### config.mk
export PLATFORM = sky130hd
export DESIGN_NAME = psc_top
export DESIGN_NICKNAME = d
export VERILOG_FILES = /design/src/design/psc_pkg.sv /design/src/design/psc_sync.sv /design/src/design/psc_top.sv
export SDC_FILE = /design/constraint.sdc
export NUM_CORES = 1
export LEC_CHECK = 0
export ABC_AREA = 1
export BUFFER_PORTS_ARGS = -buffer_cell sky130_fd_sc_hd__buf_2
export CAP_MARGIN = 20
export CORE_MARGIN = 2
export CORE_UTILIZATION = 50
export CTS_CLUSTER_SIZE = 25
export DETAILED_ROUTE_END_ITERATION = 16
export PLACE_DENSITY = 0.66
export SYNTH_ARGS = -nofsm -noshare
export SYNTH_HDL_FRONTEND = slang
export SYNTH_SLANG_ARGS = --single-unit
### constraint.sdc
create_clock -name sys_clk -period 3.6 [get_ports sys_clk]
set_clock_uncertainty 0.15 [all_clocks]
set_input_delay 0 -clock sys_clk [delete_from_list [all_inputs] [get_ports sys_clk]]
set_output_delay 0 -clock sys_clk [all_outputs]
set_load 0.005 [all_outputs]
### src/design/psc_pkg.sv
// Package of constants and types for the pack supervisor control block
// Functional notes
// - Sample the system present pin once per second; low means host present.
// - Falling edge on emergency off input turns both switch drives off.
// - Further falling edge or configurable timeout turns both drives on again.
// - Balancing allowed up to six series cells, while charging or at rest.
// - Internal bypass mode may balance several cells at once.
// - External balancing mode balances at most one cell at a time.
// - While charging, balance a cell only above the voltage threshold.
// - Positive sense voltage is charge, negative is discharge.
// - Sense samples are integrated continuously into a signed charge counter.
// - Request a refresh of every cell voltage once per second.
// - Lifetime log written every ten hours, only when RAM differs.
// - Balance time, runtime, temperature-range log written every two hours if different.
// - Enter bus off when both bus lines stay low two seconds or longer.
// - Leave bus off when either line goes high; resume within one millisecond.
// - One internal and four external temperature inputs, each enabled and assigned.
// - Inhibit or suspend charging while pack temperature is out of range.
// - Broadcast charge current and voltage for active temperature range.
// - Standard range split in two; current varies with cell voltage.
// - Flag charging faults and show status on charge and discharge alarms.
// - Drive three to five segment display: capacity or failure code.
// - Bus master operation and packet error checking are selectable.
package psc_pkg;

  // ----------------------------------------
  // Timing
  // ----------------------------------------
  localparam int unsigned CLK_PERIOD_NS = 8;
  localparam int unsigned TICK_NS       = 1000000;
  localparam int unsigned MS_CYC_DEF    = TICK_NS / CLK_PERIOD_NS;
  localparam int unsigned SEC_MS        = 1000;
  localparam int unsigned BUSOFF_S      = 2;
  localparam int unsigned BUSOFF_MS     = BUSOFF_S * SEC_MS;
  localparam int unsigned LOG_FAST_H    = 2;
  localparam int unsigned LOG_LIFE_H    = 10;
  localparam int unsigned HOUR_S        = 3600;
  localparam int unsigned LOG_FAST_S    = LOG_FAST_H * HOUR_S;
  localparam int unsigned LOG_LIFE_S    = LOG_LIFE_H * HOUR_S;
  localparam int unsigned CNT_W         = 24;

  // ----------------------------------------
  // Sizes
  // ----------------------------------------
  localparam int unsigned MAX_CELLS = 6;
  localparam int unsigned N_TEMP    = 5;
  localparam int unsigned N_SEG     = 5;
  localparam int unsigned SV_W      = 16;
  localparam int unsigned ACC_W     = 32;
  localparam int unsigned PCT_FULL  = 100;

  // ----------------------------------------
  // Register byte addresses
  // ----------------------------------------
  localparam logic [7:0] A_CTRL     = 8'h00;
  localparam logic [7:0] A_STATUS   = 8'h04;
  localparam logic [7:0] A_EOFF_TMO = 8'h08;
  localparam logic [7:0] A_BAL_REQ  = 8'h0c;
  localparam logic [7:0] A_TEMP_CFG = 8'h10;
  localparam logic [7:0] A_CUR_LO   = 8'h14;
  localparam logic [7:0] A_CUR_HI   = 8'h18;
  localparam logic [7:0] A_VOLT     = 8'h1c;
  localparam logic [7:0] A_FAIL     = 8'h20;
  localparam logic [7:0] A_CHARGE   = 8'h24;

  // ----------------------------------------
  // Reset values and field positions
  // ----------------------------------------
  localparam logic [15:0] EOFF_TMO_RST = 16'h2710;
  localparam logic [2:0]  CELLS_RST    = 3'h6;
  localparam logic [2:0]  SEGS_RST     = 3'h5;
  localparam int unsigned ST_FAULT     = 8;

  typedef enum logic [0:0] {EO_RUN, EO_OFF} psc_eoff_t;

  typedef struct packed {
    logic       ext_bal;
    logic       bcast_en;
    logic       pec_en;
    logic       master_en;
    logic       pf_mode;
    logic [2:0] cells;
    logic [2:0] segs;
  } psc_ctrl_t;

  typedef struct packed {
    logic       pready;
    logic [31:0] prdata;
    logic       pslverr;
  } psc_apb_rsp_t;

endpackage

### src/design/psc_sync.sv
// Two-stage synchroniser for asynchronous pins
`timescale 1ns/100ps
module psc_sync #(
  parameter int unsigned W = 1
) (
  input  wire logic         sys_clk, // System clock
  input  wire logic         rst_n,   // Async reset, active low
  input  wire logic [W-1:0] d,       // Asynchronous inputs
  output logic      [W-1:0] q        // Synchronised outputs
);
  logic [W-1:0] meta_r;

  always_ff @(posedge sys_clk or negedge rst_n) begin
    if (!rst_n) begin
      meta_r <= '0;
      q      <= '0;
    end else begin
      meta_r <= d;
      q      <= meta_r;
    end
  end
endmodule

### src/design/psc_top.sv
// Pack supervisor control: timers, switch drives, balancing, gauging, APB
`timescale 1ns/100ps
module psc_top #(
  parameter int unsigned MS_CYC     = psc_pkg::MS_CYC_DEF,
  parameter int unsigned LOG_FAST_S = psc_pkg::LOG_FAST_S,
  parameter int unsigned LOG_LIFE_S = psc_pkg::LOG_LIFE_S
) (
  input  wire logic        sys_clk,                // System clock
  input  wire logic        rst_n,                  // Async reset, active low
  input  wire logic [7:0]  paddr,                  // APB address
  input  wire logic        psel,                   // APB select
  input  wire logic        penable,                // APB enable
  input  wire logic        pwrite,                 // APB write
  input  wire logic [31:0] pwdata,                 // APB write data
  output logic             pready,                 // APB ready
  output logic      [31:0] prdata,                 // APB read data
  output logic             pslverr,                // APB error
  input  wire logic        system_present_input,   // Pin, low when host present
  input  wire logic        emergency_off_input,    // Pin, push button
  input  wire logic        bus_clock_line,         // Bus clock pin level
  input  wire logic        bus_data_line,          // Bus data pin level
  input  wire logic [15:0] sense_voltage,          // Signed sense sample
  input  wire logic        sense_valid,            // Sample strobe
  input  wire logic [5:0]  cell_over_thr,          // Cell above balance threshold
  input  wire logic        temp_in_range,          // Pack temp in charge range
  input  wire logic [1:0]  temp_range,             // Active temperature subrange
  input  wire logic [6:0]  capacity_pct,           // Remaining capacity percent
  input  wire logic        log_life_dirty,         // Lifetime RAM differs
  input  wire logic        log_fast_dirty,         // Fast log RAM differs
  output logic             charge_switch_drive,    // Charge switch on
  output logic             discharge_switch_drive, // Discharge switch on
  output logic             system_present,         // Host present
  output logic      [5:0]  bal_en,                 // Cell bypass enables
  output logic             cell_scan_req,          // Cell voltage refresh pulse
  output logic             log_life_wr,            // Lifetime log write pulse
  output logic             log_fast_wr,            // Fast log write pulse
  output logic             bus_off,                // Bus off state
  output logic      [4:0]  temp_en,                // Temperature input enables
  output logic      [4:0]  temp_is_fet,            // Input used for switch temp
  output logic             bcast_req,              // Broadcast request pulse
  output logic      [15:0] bcast_current,          // Requested charge current
  output logic      [15:0] bcast_voltage,          // Requested charge voltage
  output logic             charge_alarm,           // Charge alarm
  output logic             discharge_alarm,        // Discharge alarm
  output logic      [4:0]  led_seg,                // Display segments
  output logic             bus_master_en,          // Bus master enabled
  output logic             pec_en,                 // Packet error check enabled
  output logic             charge_active,          // Charge flowing
  output logic             discharge_active        // Discharge flowing
);

  // ----------------------------------------
  // State
  // ----------------------------------------
  typedef struct packed {
    psc_pkg::psc_apb_rsp_t  apb;
    psc_pkg::psc_ctrl_t     ctrl;
    logic [15:0]            eoff_tmo;
    logic [5:0]             bal_req;
    logic [9:0]             temp_cfg;
    logic [63:0]            cur_tab;
    logic [31:0]            volt;
    logic [4:0]             fail_code;
    logic [psc_pkg::CNT_W-1:0] ms_cnt;
    logic [9:0]             sub_ms;
    logic [15:0]            fast_s;
    logic [15:0]            life_s;
    logic [11:0]            low_ms;
    logic [15:0]            eoff_ms;
    psc_pkg::psc_eoff_t     eoff;
    logic                   eoff_prev;
    logic                   chg_fault;
    logic [psc_pkg::ACC_W-1:0] acc;
    logic                   chg_sw;
    logic                   dsg_sw;
    logic                   present;
    logic [5:0]             bal;
    logic                   scan;
    logic                   life_wr;
    logic                   fast_wr;
    logic                   boff;
    logic                   breq;
    logic [15:0]            bcur;
    logic                   c_alarm;
    logic                   d_alarm;
    logic [4:0]             led;
    logic                   chg_act;
    logic                   dsg_act;
  } psc_state_t;

  psc_state_t s_r;
  psc_state_t s_nxt;

  logic [3:0] pins_s;

  psc_sync #(.W(4)) u_sync (
    .sys_clk (sys_clk),
    .rst_n   (rst_n),
    .d       ({system_present_input, emergency_off_input, bus_clock_line, bus_data_line}),
    .q       (pins_s)
  );

  // ----------------------------------------
  // Decoding helpers
  // ----------------------------------------
  function automatic logic [5:0] cell_mask(input logic [2:0] n);
    logic [5:0] m;
    m = '0;
    for (int i = 0; i < psc_pkg::MAX_CELLS; i++) begin
      m[i] = (3'(i) < n);
    end
    return m;
  endfunction

  function automatic logic [5:0] lowest_one(input logic [5:0] v);
    logic [5:0] r;
    logic       found;
    r     = '0;
    found = 1'b0;
    for (int i = 0; i < psc_pkg::MAX_CELLS; i++) begin
      if (v[i] && !found) begin
        r[i]  = 1'b1;
        found = 1'b1;
      end
    end
    return r;
  endfunction

  function automatic logic [4:0] seg_mask(input logic [2:0] n);
    logic [4:0] m;
    m = '0;
    for (int i = 0; i < psc_pkg::N_SEG; i++) begin
      m[i] = (3'(i) < n);
    end
    return m;
  endfunction

  // ----------------------------------------
  // Next state
  // ----------------------------------------
  logic        ms_tick;
  logic        sec_tick;
  logic        eoff_fall;
  logic        acc_wr;
  logic        acc_rd;
  logic [31:0] rdata;
  logic        hit;
  logic [5:0]  bal_c;
  logic [9:0]  cap_x;
  logic [15:0] cur_sel;

  always_comb begin
    s_nxt = s_r;

    // Millisecond and second ticks
    ms_tick  = (s_r.ms_cnt == psc_pkg::CNT_W'(MS_CYC - 1));
    sec_tick = ms_tick && (s_r.sub_ms == 10'(psc_pkg::SEC_MS - 1));
    s_nxt.ms_cnt = ms_tick ? '0 : s_r.ms_cnt + 1'b1;
    if (ms_tick) begin
      s_nxt.sub_ms = sec_tick ? '0 : s_r.sub_ms + 1'b1;
    end

    // APB slave, one wait state
    acc_rd = psel && penable && !s_r.apb.pready;
    acc_wr = psel && penable && s_r.apb.pready && pwrite;
    s_nxt.apb.pready = acc_rd;
    hit   = 1'b1;
    rdata = '0;
    unique case (paddr)
      psc_pkg::A_CTRL:     rdata = 32'(s_r.ctrl);
      psc_pkg::A_STATUS:   rdata = {23'h0, s_r.chg_fault, s_r.eoff == psc_pkg::EO_OFF,
                                    s_r.boff, s_r.present, s_r.chg_act, s_r.dsg_act,
                                    s_r.chg_sw, s_r.dsg_sw, temp_in_range};
      psc_pkg::A_EOFF_TMO: rdata = 32'(s_r.eoff_tmo);
      psc_pkg::A_BAL_REQ:  rdata = {20'h0, s_r.bal, 6'(s_r.bal_req)};
      psc_pkg::A_TEMP_CFG: rdata = 32'(s_r.temp_cfg);
      psc_pkg::A_CUR_LO:   rdata = s_r.cur_tab[31:0];
      psc_pkg::A_CUR_HI:   rdata = s_r.cur_tab[63:32];
      psc_pkg::A_VOLT:     rdata = s_r.volt;
      psc_pkg::A_FAIL:     rdata = 32'(s_r.fail_code);
      psc_pkg::A_CHARGE:   rdata = s_r.acc;
      default:             hit = 1'b0;
    endcase
    if (acc_rd) begin
      s_nxt.apb.prdata  = pwrite ? '0 : rdata;
      s_nxt.apb.pslverr = !hit;
    end
    if (acc_wr && hit) begin
      unique case (paddr)
        psc_pkg::A_CTRL:     s_nxt.ctrl = psc_pkg::psc_ctrl_t'(pwdata[10:0]);
        psc_pkg::A_EOFF_TMO: s_nxt.eoff_tmo = pwdata[15:0];
        psc_pkg::A_BAL_REQ:  s_nxt.bal_req = pwdata[5:0];
        psc_pkg::A_TEMP_CFG: s_nxt.temp_cfg = pwdata[9:0];
        psc_pkg::A_CUR_LO:   s_nxt.cur_tab[31:0] = pwdata;
        psc_pkg::A_CUR_HI:   s_nxt.cur_tab[63:32] = pwdata;
        psc_pkg::A_VOLT:     s_nxt.volt = pwdata;
        psc_pkg::A_FAIL:     s_nxt.fail_code = pwdata[4:0];
        psc_pkg::A_STATUS: begin
          if (pwdata[psc_pkg::ST_FAULT]) begin
            s_nxt.chg_fault = 1'b0;
          end
        end
        default: ;
      endcase
    end

    // System present sampling
    if (sec_tick) begin
      s_nxt.present = !pins_s[3];
    end

    // Emergency off
    s_nxt.eoff_prev = pins_s[2];
    eoff_fall = s_r.eoff_prev && !pins_s[2];
    unique case (s_r.eoff)
      psc_pkg::EO_RUN: begin
        if (eoff_fall) begin
          s_nxt.eoff    = psc_pkg::EO_OFF;
          s_nxt.eoff_ms = '0;
        end
      end
      psc_pkg::EO_OFF: begin
        if (eoff_fall) begin
          s_nxt.eoff = psc_pkg::EO_RUN;
        end else if (ms_tick) begin
          if (s_r.eoff_ms + 1'b1 >= s_r.eoff_tmo) begin
            s_nxt.eoff = psc_pkg::EO_RUN;
          end
          s_nxt.eoff_ms = s_r.eoff_ms + 1'b1;
        end
      end
    endcase
    s_nxt.dsg_sw = (s_nxt.eoff == psc_pkg::EO_RUN);
    s_nxt.chg_sw = (s_nxt.eoff == psc_pkg::EO_RUN) && temp_in_range;

    // Charge counting
    if (sense_valid) begin
      s_nxt.acc = s_r.acc + psc_pkg::ACC_W'(signed'(sense_voltage));
      s_nxt.chg_act = !sense_voltage[15] && (sense_voltage != '0);
      s_nxt.dsg_act = sense_voltage[15];
    end

    // Charging fault, set wins over clear
    if (s_r.chg_act && !s_r.chg_sw) begin
      s_nxt.chg_fault = 1'b1;
    end
    s_nxt.c_alarm = s_nxt.chg_fault || !temp_in_range;
    s_nxt.d_alarm = (s_nxt.eoff == psc_pkg::EO_OFF);

    // Cell balancing
    bal_c = s_r.bal_req & cell_mask(s_r.ctrl.cells);
    if (s_r.chg_act) begin
      bal_c = bal_c & cell_over_thr;
    end
    if (s_r.dsg_act) begin
      bal_c = '0;
    end
    s_nxt.bal = s_r.ctrl.ext_bal ? lowest_one(bal_c) : bal_c;

    // Periodic schedules
    s_nxt.scan    = sec_tick;
    s_nxt.life_wr = 1'b0;
    s_nxt.fast_wr = 1'b0;
    if (sec_tick) begin
      if (s_r.fast_s == 16'(LOG_FAST_S - 1)) begin
        s_nxt.fast_s  = '0;
        s_nxt.fast_wr = log_fast_dirty;
      end else begin
        s_nxt.fast_s = s_r.fast_s + 1'b1;
      end
      if (s_r.life_s == 16'(LOG_LIFE_S - 1)) begin
        s_nxt.life_s  = '0;
        s_nxt.life_wr = log_life_dirty;
      end else begin
        s_nxt.life_s = s_r.life_s + 1'b1;
      end
    end

    // Bus off detection
    if (pins_s[1] || pins_s[0]) begin
      s_nxt.low_ms = '0;
      s_nxt.boff   = 1'b0;
    end else if (ms_tick) begin
      if (s_r.low_ms >= 12'(psc_pkg::BUSOFF_MS)) begin
        s_nxt.boff = 1'b1;
      end else begin
        s_nxt.low_ms = s_r.low_ms + 1'b1;
      end
    end

    // Charger broadcast
    unique case (temp_range)
      2'h0:    cur_sel = s_r.cur_tab[15:0];
      2'h1:    cur_sel = s_r.cur_tab[31:16];
      2'h2:    cur_sel = s_r.cur_tab[47:32];
      default: cur_sel = s_r.cur_tab[63:48];
    endcase
    if (|(cell_over_thr & cell_mask(s_r.ctrl.cells))) begin
      cur_sel = s_r.volt[31:16];
    end
    if (!temp_in_range) begin
      cur_sel = '0;
    end
    s_nxt.breq = sec_tick && s_r.ctrl.bcast_en && !s_r.boff;
    if (sec_tick) begin
      s_nxt.bcur = cur_sel;
    end

    // Segment display
    for (int i = 0; i < psc_pkg::N_SEG; i++) begin
      cap_x = 10'(capacity_pct) * 10'(s_r.ctrl.segs);
      s_nxt.led[i] = cap_x > 10'(i * psc_pkg::PCT_FULL);
    end
    s_nxt.led = (s_r.ctrl.pf_mode ? s_r.fail_code : s_nxt.led)
                & seg_mask(s_r.ctrl.segs);
  end

  // ----------------------------------------
  // Registers
  // ----------------------------------------
  always_ff @(posedge sys_clk or negedge rst_n) begin
    if (!rst_n) begin
      s_r            <= '0;
      s_r.ctrl.cells <= psc_pkg::CELLS_RST;
      s_r.ctrl.segs  <= psc_pkg::SEGS_RST;
      s_r.eoff_tmo   <= psc_pkg::EOFF_TMO_RST;
      s_r.eoff       <= psc_pkg::EO_RUN;
      s_r.eoff_prev  <= 1'b0;
    end else begin
      s_r <= s_nxt;
    end
  end

  // ----------------------------------------
  // Outputs
  // ----------------------------------------
  assign pready                 = s_r.apb.pready;
  assign prdata                 = s_r.apb.prdata;
  assign pslverr                = s_r.apb.pslverr;
  assign charge_switch_drive    = s_r.chg_sw;
  assign discharge_switch_drive = s_r.dsg_sw;
  assign system_present         = s_r.present;
  assign bal_en                 = s_r.bal;
  assign cell_scan_req          = s_r.scan;
  assign log_life_wr            = s_r.life_wr;
  assign log_fast_wr            = s_r.fast_wr;
  assign bus_off                = s_r.boff;
  assign temp_en                = s_r.temp_cfg[4:0];
  assign temp_is_fet            = s_r.temp_cfg[9:5];
  assign bcast_req              = s_r.breq;
  assign bcast_current          = s_r.bcur;
  assign bcast_voltage          = s_r.volt[15:0];
  assign charge_alarm           = s_r.c_alarm;
  assign discharge_alarm        = s_r.d_alarm;
  assign led_seg                = s_r.led;
  assign bus_master_en          = s_r.ctrl.master_en;
  assign pec_en                 = s_r.ctrl.pec_en;
  assign charge_active          = s_r.chg_act;
  assign discharge_active       = s_r.dsg_act;

endmodule

==> results of run 1 <==
power breakdown:
| group | switching [uW] | total, uW | internal (uW) |
|---|---|---|---|
| sequential | 217 | 4380 | 4170 |
| clock | 1750 | 4650 | 2910 |
| combinational | 1670 | 2600 | 925 |
through the flow:
stage	total power [uW]	setup slack [ns]	util (%)
2_1_floorplan	6070	0.346	-
5_1_grt	12200	0.00936	58.5
6_report	11600	0.181	58.5
4_1_cts	11600	0.271	58.5
3_5_place_dp	6840	0.291	52.6
3_3_place_gp	6830	0.398	52.6
layout make-up:
| class | instances | area share (%) |
|---|---|---|
| Antenna cell | 4 | 0.0407 |
| Clock buffer | 57 | 4.74 |
| Clock inverter | 17 | 1.32 |
| Inverter | 326 | 4.99 |
| Multi-Input combinational cell | 2068 | 41.5 |
| Sequential cell | 353 | 36.0 |
| Tap cell | 539 | 2.74 |
| Timing Repair Buffer | 306 | 8.69 |
flip-flops by register name, indices dropped and copies added (netlist names), 4 cells and up:
signal,count
temp_is_fet,5
s_r,244
bal_en,6
u_sync.meta_r,4
led_seg,5
u_sync.q,4
bcast_voltage,16
temp_en,5
prdata,32
bcast_current,16
cells by family (layout without fill, tap and decap cells):
kind of cell	Yosys count	count (layout)	synth area share [%]
AO/OA/AOI/OAI	393	393	9.94
XOR/XNOR	74	74	3.04
adder cells (fa/ha/maj)	70	70	4.35
buffers and inverters	491	706	10.8
flip-flops	353	353	41.4
other	0	4	0
AND/OR/NAND/NOR	1531	1531	30.4
cells in the mapped netlist, drive strengths merged:
cell type  number
o221ai          2
nor2b           1
dfstp           9
nand3b         16
o22ai          10
o21ai         279
dfrtp         344
o21bai          5
o2111ai         2
ha             63
or2             5
inv           324
nand3         180
nand2        1008
a21oi          89
and3            1
fa              7
o211ai          4
xor2           52
and2            2
clkinv          2
xnor2          22
clkbuf         34
nor4           28
nor3           54
o21a            1
nand4          68
nor2          167
nor3b           1
buf           131
a31oi           1
per-layer routing:
metal | track usage (%) | vias to the layer above | wire, um
met5 | 0 | - | 13
met4 | 11.6 | 2 | 2600
met3 | 9.28 | 151 | 6710
met2 | 46.6 | 851 | 29700
met1 | 42.1 | 9389 | 28800
li1 | - | 9671 | -
worst paths after layout:
kind,startpoint,to,cells past startpoint
min reg2reg,u_sync.meta_r[2],u_sync.q[2],0
max,paddr[0],s_r[201],9
min,rst_n,prdata[14],2
max reg2reg,s_r[301],led_seg[1],11
min in group sys_clk,paddr[6],prdata[10],8
max in group asynchronous,rst_n,s_r[293],3
repair_timing:
item                       4_1_cts  5_1_grt
gates resized for setup          0        1
hold endpoints to repair       356        0
hold buffers                    96        0
setup endpoints to repair        0        1
==> run metrics, run 1 <==
die outline width 211 um; Initial Util 50.8%; # nets final 3,249; ANT nets after route 0; CP arrival 3.74 ns; drt wl/cell 18.5 um; worst-path cell chain dlygate4sd3_1 -> buf_2 -> nor2_2 -> dlygate4sd3_1 -> nand3_1 -> dlygate4sd3_1 -> nor2_2 -> nand3_4 -> o21ai_1; Yosys top cell by area dfrtp_1; total wire length 67,800 um; CP max stage cell nand3_4; synthesized area per cell 7.33 um^2; Critical Path Fanout Max 64; Total GRT Usage between 30% and 40%; clk_lat worst skew 0.58 ns; height of the chip 211 um; maximum clock insertion buffer count 3; most frequent CP cell dlygate4sd3_1; syn nets 3,066; WHS -0.0367 ns; Max Cap Viol 0; FMAX 293 MHz; Cell Count, Final, Fillers Out between 3,000 and 4,000; FF-to-FF setup slack slightly below 0.3 ns; Final period util 95.0%; via count 20,064; DR vias/cell about 5.5; Num CTS Buffers 40; Largest delay share family, worst path buffers and inverters; TritonCTS clock tree yes; crit path time final 3.42 ns; DP HPWL 49,700 um; grt ovf 0; Yosys cell types 46; drt pass-1 iters 6; Die ar. 44,400 um^2; Worst-path clk slew 0.07 ns; post-synthesis cell area 21,400 um^2; GPL Wtd Cong 0.993; leak pwr 0.0124 uW; antenna violations before repair 4; Mapped Cells about 2,900; Synth warnings 0; fraction of final layout cells sized beyond drive strength 1 11.5%; placed cell count ~3,500; most common cell after layout, fill and taps aside nand2_1; Rows 75; commonest cells after routing, fill and taps aside 1,001 x nand2_1, 344 x dfrtp_1, 311 x inv_1; Data required, critical path 3.92 ns; Worst-Margin Slew 1.11 ns; setup TNS 0 ns; FF/Latch Area 8840 um^2; max incr delay on CP 0.72 ns; first-pass GRT wire length ~110,000 um; Core ar. 42,000 um^2; Iter 0 DRT Violations 2,099; Area Growth Syn to Fin 15.2%; max_slew headroom 25.8%; failing checks hold timing; Setup CP Type primary input to flip-flop; CTS H-tree lvls 2; footprint of the multi-input gates around 10,000 um^2; hold crit path type primary input to async pin; Slew Limit Fails 0; final instance area between 20,000 and 25,000 um^2; Cell Area, Placed ~22,000 um^2; Yosys reg bits 353; status finished, violations left; worst vdd ir 0.000299 V; endpoints failing setup 0; Yosys top cell area share 40.3%; drt drc 0; Ports 185; Sink Count 353; number of global-route vias before repair roughly 19,000; crit path buf inv count 4; largest net degree at the start of global routing around 130; CP Launch Type primary input; Fillers between 3,000 and 4,000; # port buffers 184; Setup crit end kind flip-flop; power per cell area 473 nW/um^2; Area contributors post-synth dfrtp_1 40%, nand2_1 18%, inv_1 5.5%, nand3_1 4.1%, ha_1 3.7%; Setup Buffers After CTS 0; CTS root buf clkbuf_16; RSZ-0062 raised after global routing no; Final Hold Fails 9; sequential area share after synthesis slightly above 40%
Power figures use the tool's default switching activity.
==> run 2, diff against run 1 <==
--- a/config.mk
+++ b/config.mk
@@ -15,4 +15,5 @@
 export PLACE_DENSITY = 0.66
 export SYNTH_ARGS = -nofsm -noshare
 export SYNTH_HDL_FRONTEND = slang
+export SYNTH_HIERARCHICAL = 1
 export SYNTH_SLANG_ARGS = --single-unit
==> run 2 against run 1 <==
The flow now finishes without violations. Sequential power grew 1%. First-iteration DRC count is 15% lower. Cell count down 1.7%. Highest routed layer unchanged.
==> run metrics, run 2 <==
antenna violations before repair 2; Data required, critical path 3.89 ns; WHS 0.0479 ns; worst r2r src s_r[39]; height of the chip 211 um; drt pass-1 iters 6; # nets final 3,195; via count 19,757; Critical Path Fanout Max 6; post-synthesis cell area 21,300 um^2; commonest cells after routing, fill and taps aside 952 x nand2_1, 344 x dfrtp_1, 321 x inv_1; first-pass GRT wire length around 110,000 um; Final WS setup 0.285 ns; worst-path cell chain ha_1 -> inv_1 -> fa_1 -> inv_1 -> nand3_1 -> nand3_1 -> nand2_1 -> nand2_1 -> nand2_1 -> nand2_1 -> dlygate4sd3_1 -> o22ai_1 -> dlygate4sd3_1; status completed; maximum clock insertion buffer count 3; crit path buf inv count 4; Setup crit end kind flip-flop; CP max stage cell dlygate4sd3_1; worst setup path startpoint s_r[39]; met2 GRT Util 50.3%; FF-to-FF setup slack 0.29 ns; leak pwr 0.0120 uW; TritonCTS clock tree yes; Area contributors post-synth dfrtp_1 40%, nand2_1 17%, inv_1 5.6%, o21ai_0 3.8%, ha_1 3.7%; Post-CTS Resized 0; Num CTS Buffers 40; most common cell after layout, fill and taps aside nand2_1; Synth warnings 6; worst vdd ir 0.000387 V; Critical R2R Capture s_r[47]; sequential area share after synthesis 41.5%; Antenna diodes 0; Iter 0 DRT Violations 1,780; Sink Count approximately 350; Setup CP Type flip-flop to flip-flop; hold crit path type primary input to flip-flop; GR Layer Usage met3 6.59%; DR vias/cell 5.48; Yosys cell types 53; FF/Latch Area 8840 um^2; Largest delay share family, worst path buffers and inverters; hold_sp capacity_pct[1]; FMAX 302 MHz; CP arrival 3.61 ns; Final Hold Fails 0; Die ar. 44,300 um^2; top-count cell post-synth nand2_1; Worst Setup EP s_r[47]; clk_lat worst skew 0.58 ns; GPL Wtd Cong between 0.9 and 1; Ports ~190; grt ovf 0; Initial Util 50.8%; Crit path depth 13; fraction of final layout cells sized beyond drive strength 1 11.3%; Core ar. around 42,000 um^2; most frequent CP cell nand2_1; RSZ-0062 raised after global routing no; DP HPWL 50,700 um; Yosys reg bits 353; Top Usage Layer GRT met2; CTS H-tree lvls 2; pre-CTS WS 0.357 ns; asr flop ratio synth 100%; max_slew headroom a little over a third; endpoints failing setup 0; setup TNS 0 ns; max incr delay on CP 0.60 ns; syn nets 3,025; Global Route met1 Usage a little under 40%; power per cell area 458 nW/um^2; Mapped Cells 2,871; drt wl/cell 18.9 um; Slew Limit Fails 0; Largest Register s_r; Final period util 92.1%; Total GRT Usage between 30% and 40%; ANT nets after route 0; Fillers 3,955; crit path time final between 3 and 4 ns; drt drc 0; largest net degree at the start of global routing 99; worst reg2reg path depth 13; footprint of the multi-input gates approximately 10,000 um^2; Rows 75; # port buffers 184; number of global-route vias before repair 18,956; Post-synth EDFFs 0; Max Cap Viol 0; Cell Area, Placed 22,000 um^2; total wire length 68,200 um; Yosys top cell by area dfrtp_1; CP Launch Type flip-flop; synthesized area per cell 7.43 um^2; Yosys top cell area share 40.3%; die outline width 211 um; Area Growth Syn to Fin 13.6%; Worst-Margin Slew a little under 1 ns; CTS root buf clkbuf_16; Main synth FF type dfrtp_1; top cells by count, synth 952 x nand2_1, 344 x dfrtp_1, 321 x inv_1; max reg flops between 200 and 250; Worst-path clk slew 0.06 ns; final instance area ~24,000 um^2
## run 2: cells by family after synthesis
kind of cell	share of synthesized area, %
simple gates	28.9
buf+inv	11.0
compound gates	11.3
flops	41.5
xor+xnor	3.00
fa+ha+maj	4.35
## run 2: cell type report
| class | count | share of cell area (%) |
|---|---|---|
| Multi-Input combinational cell | 2023 | 41.9 |
| Inverter | 331 | 5.12 |
| Tap cell | 539 | 2.78 |
| Clock buffer | 60 | 4.94 |
| Clock inverter | 10 | 0.470 |
| Timing Repair Buffer | 292 | 8.34 |
| Sequential cell | 353 | 36.5 |
## run 2: worst min-delay path: stages
cell     delay (ns)
buf_2          0.12
nand2_1        0.06
inv_1          0.05
ha_1           0.13
a21oi_1        0.09
nand2_1        0.10
nor3_1         0.06
a21oi_1        0.11
## run 2: power breakdown
group | internal [uW] | switching, uW
Combinational | 905 | 1670
Clock | 2380 | 1720
Sequential | 4160 | 273
## run 2: through the flow
step	cells	util, %	total power (uW)
floorplan	2871	-	6070
global placement	3448	52.4	6900
detailed placement	3448	52.4	6910
CTS	3608	57.7	11100
global route	3608	57.7	11700
finish	3608	57.7	11100
## run 2: worst min-delay path by stage
stage                       to  depth (start not counted)  slack (ns)
floorplan            bal_en[0]                          0       -0.45
global placement    led_seg[2]                          1       -0.12
detailed placement  led_seg[2]                          1       -0.11
CTS                   s_r[172]                          7        0.01
global route         prdata[1]                          9        0.07
finish              led_seg[0]                          8        0.05
## run 2: layer usage
layer / up-vias / share of wire [%] / wire length (um)
met5: - / 0.019 / 13
met4: 2 / 4.5 / 3100
met2: 737 / 46 / 31400
li1: 9517 / - / -
met1: 9361 / 42 / 28500
met3: 140 / 7.7 / 5270
## run 2: repair_timing
action | in CTS | in global routing
endpoints found under the hold margin | 536 | 0
setup endpoints to repair | 0 | 0
setup buffers | 0 | 0
hold buffers | 90 | 0
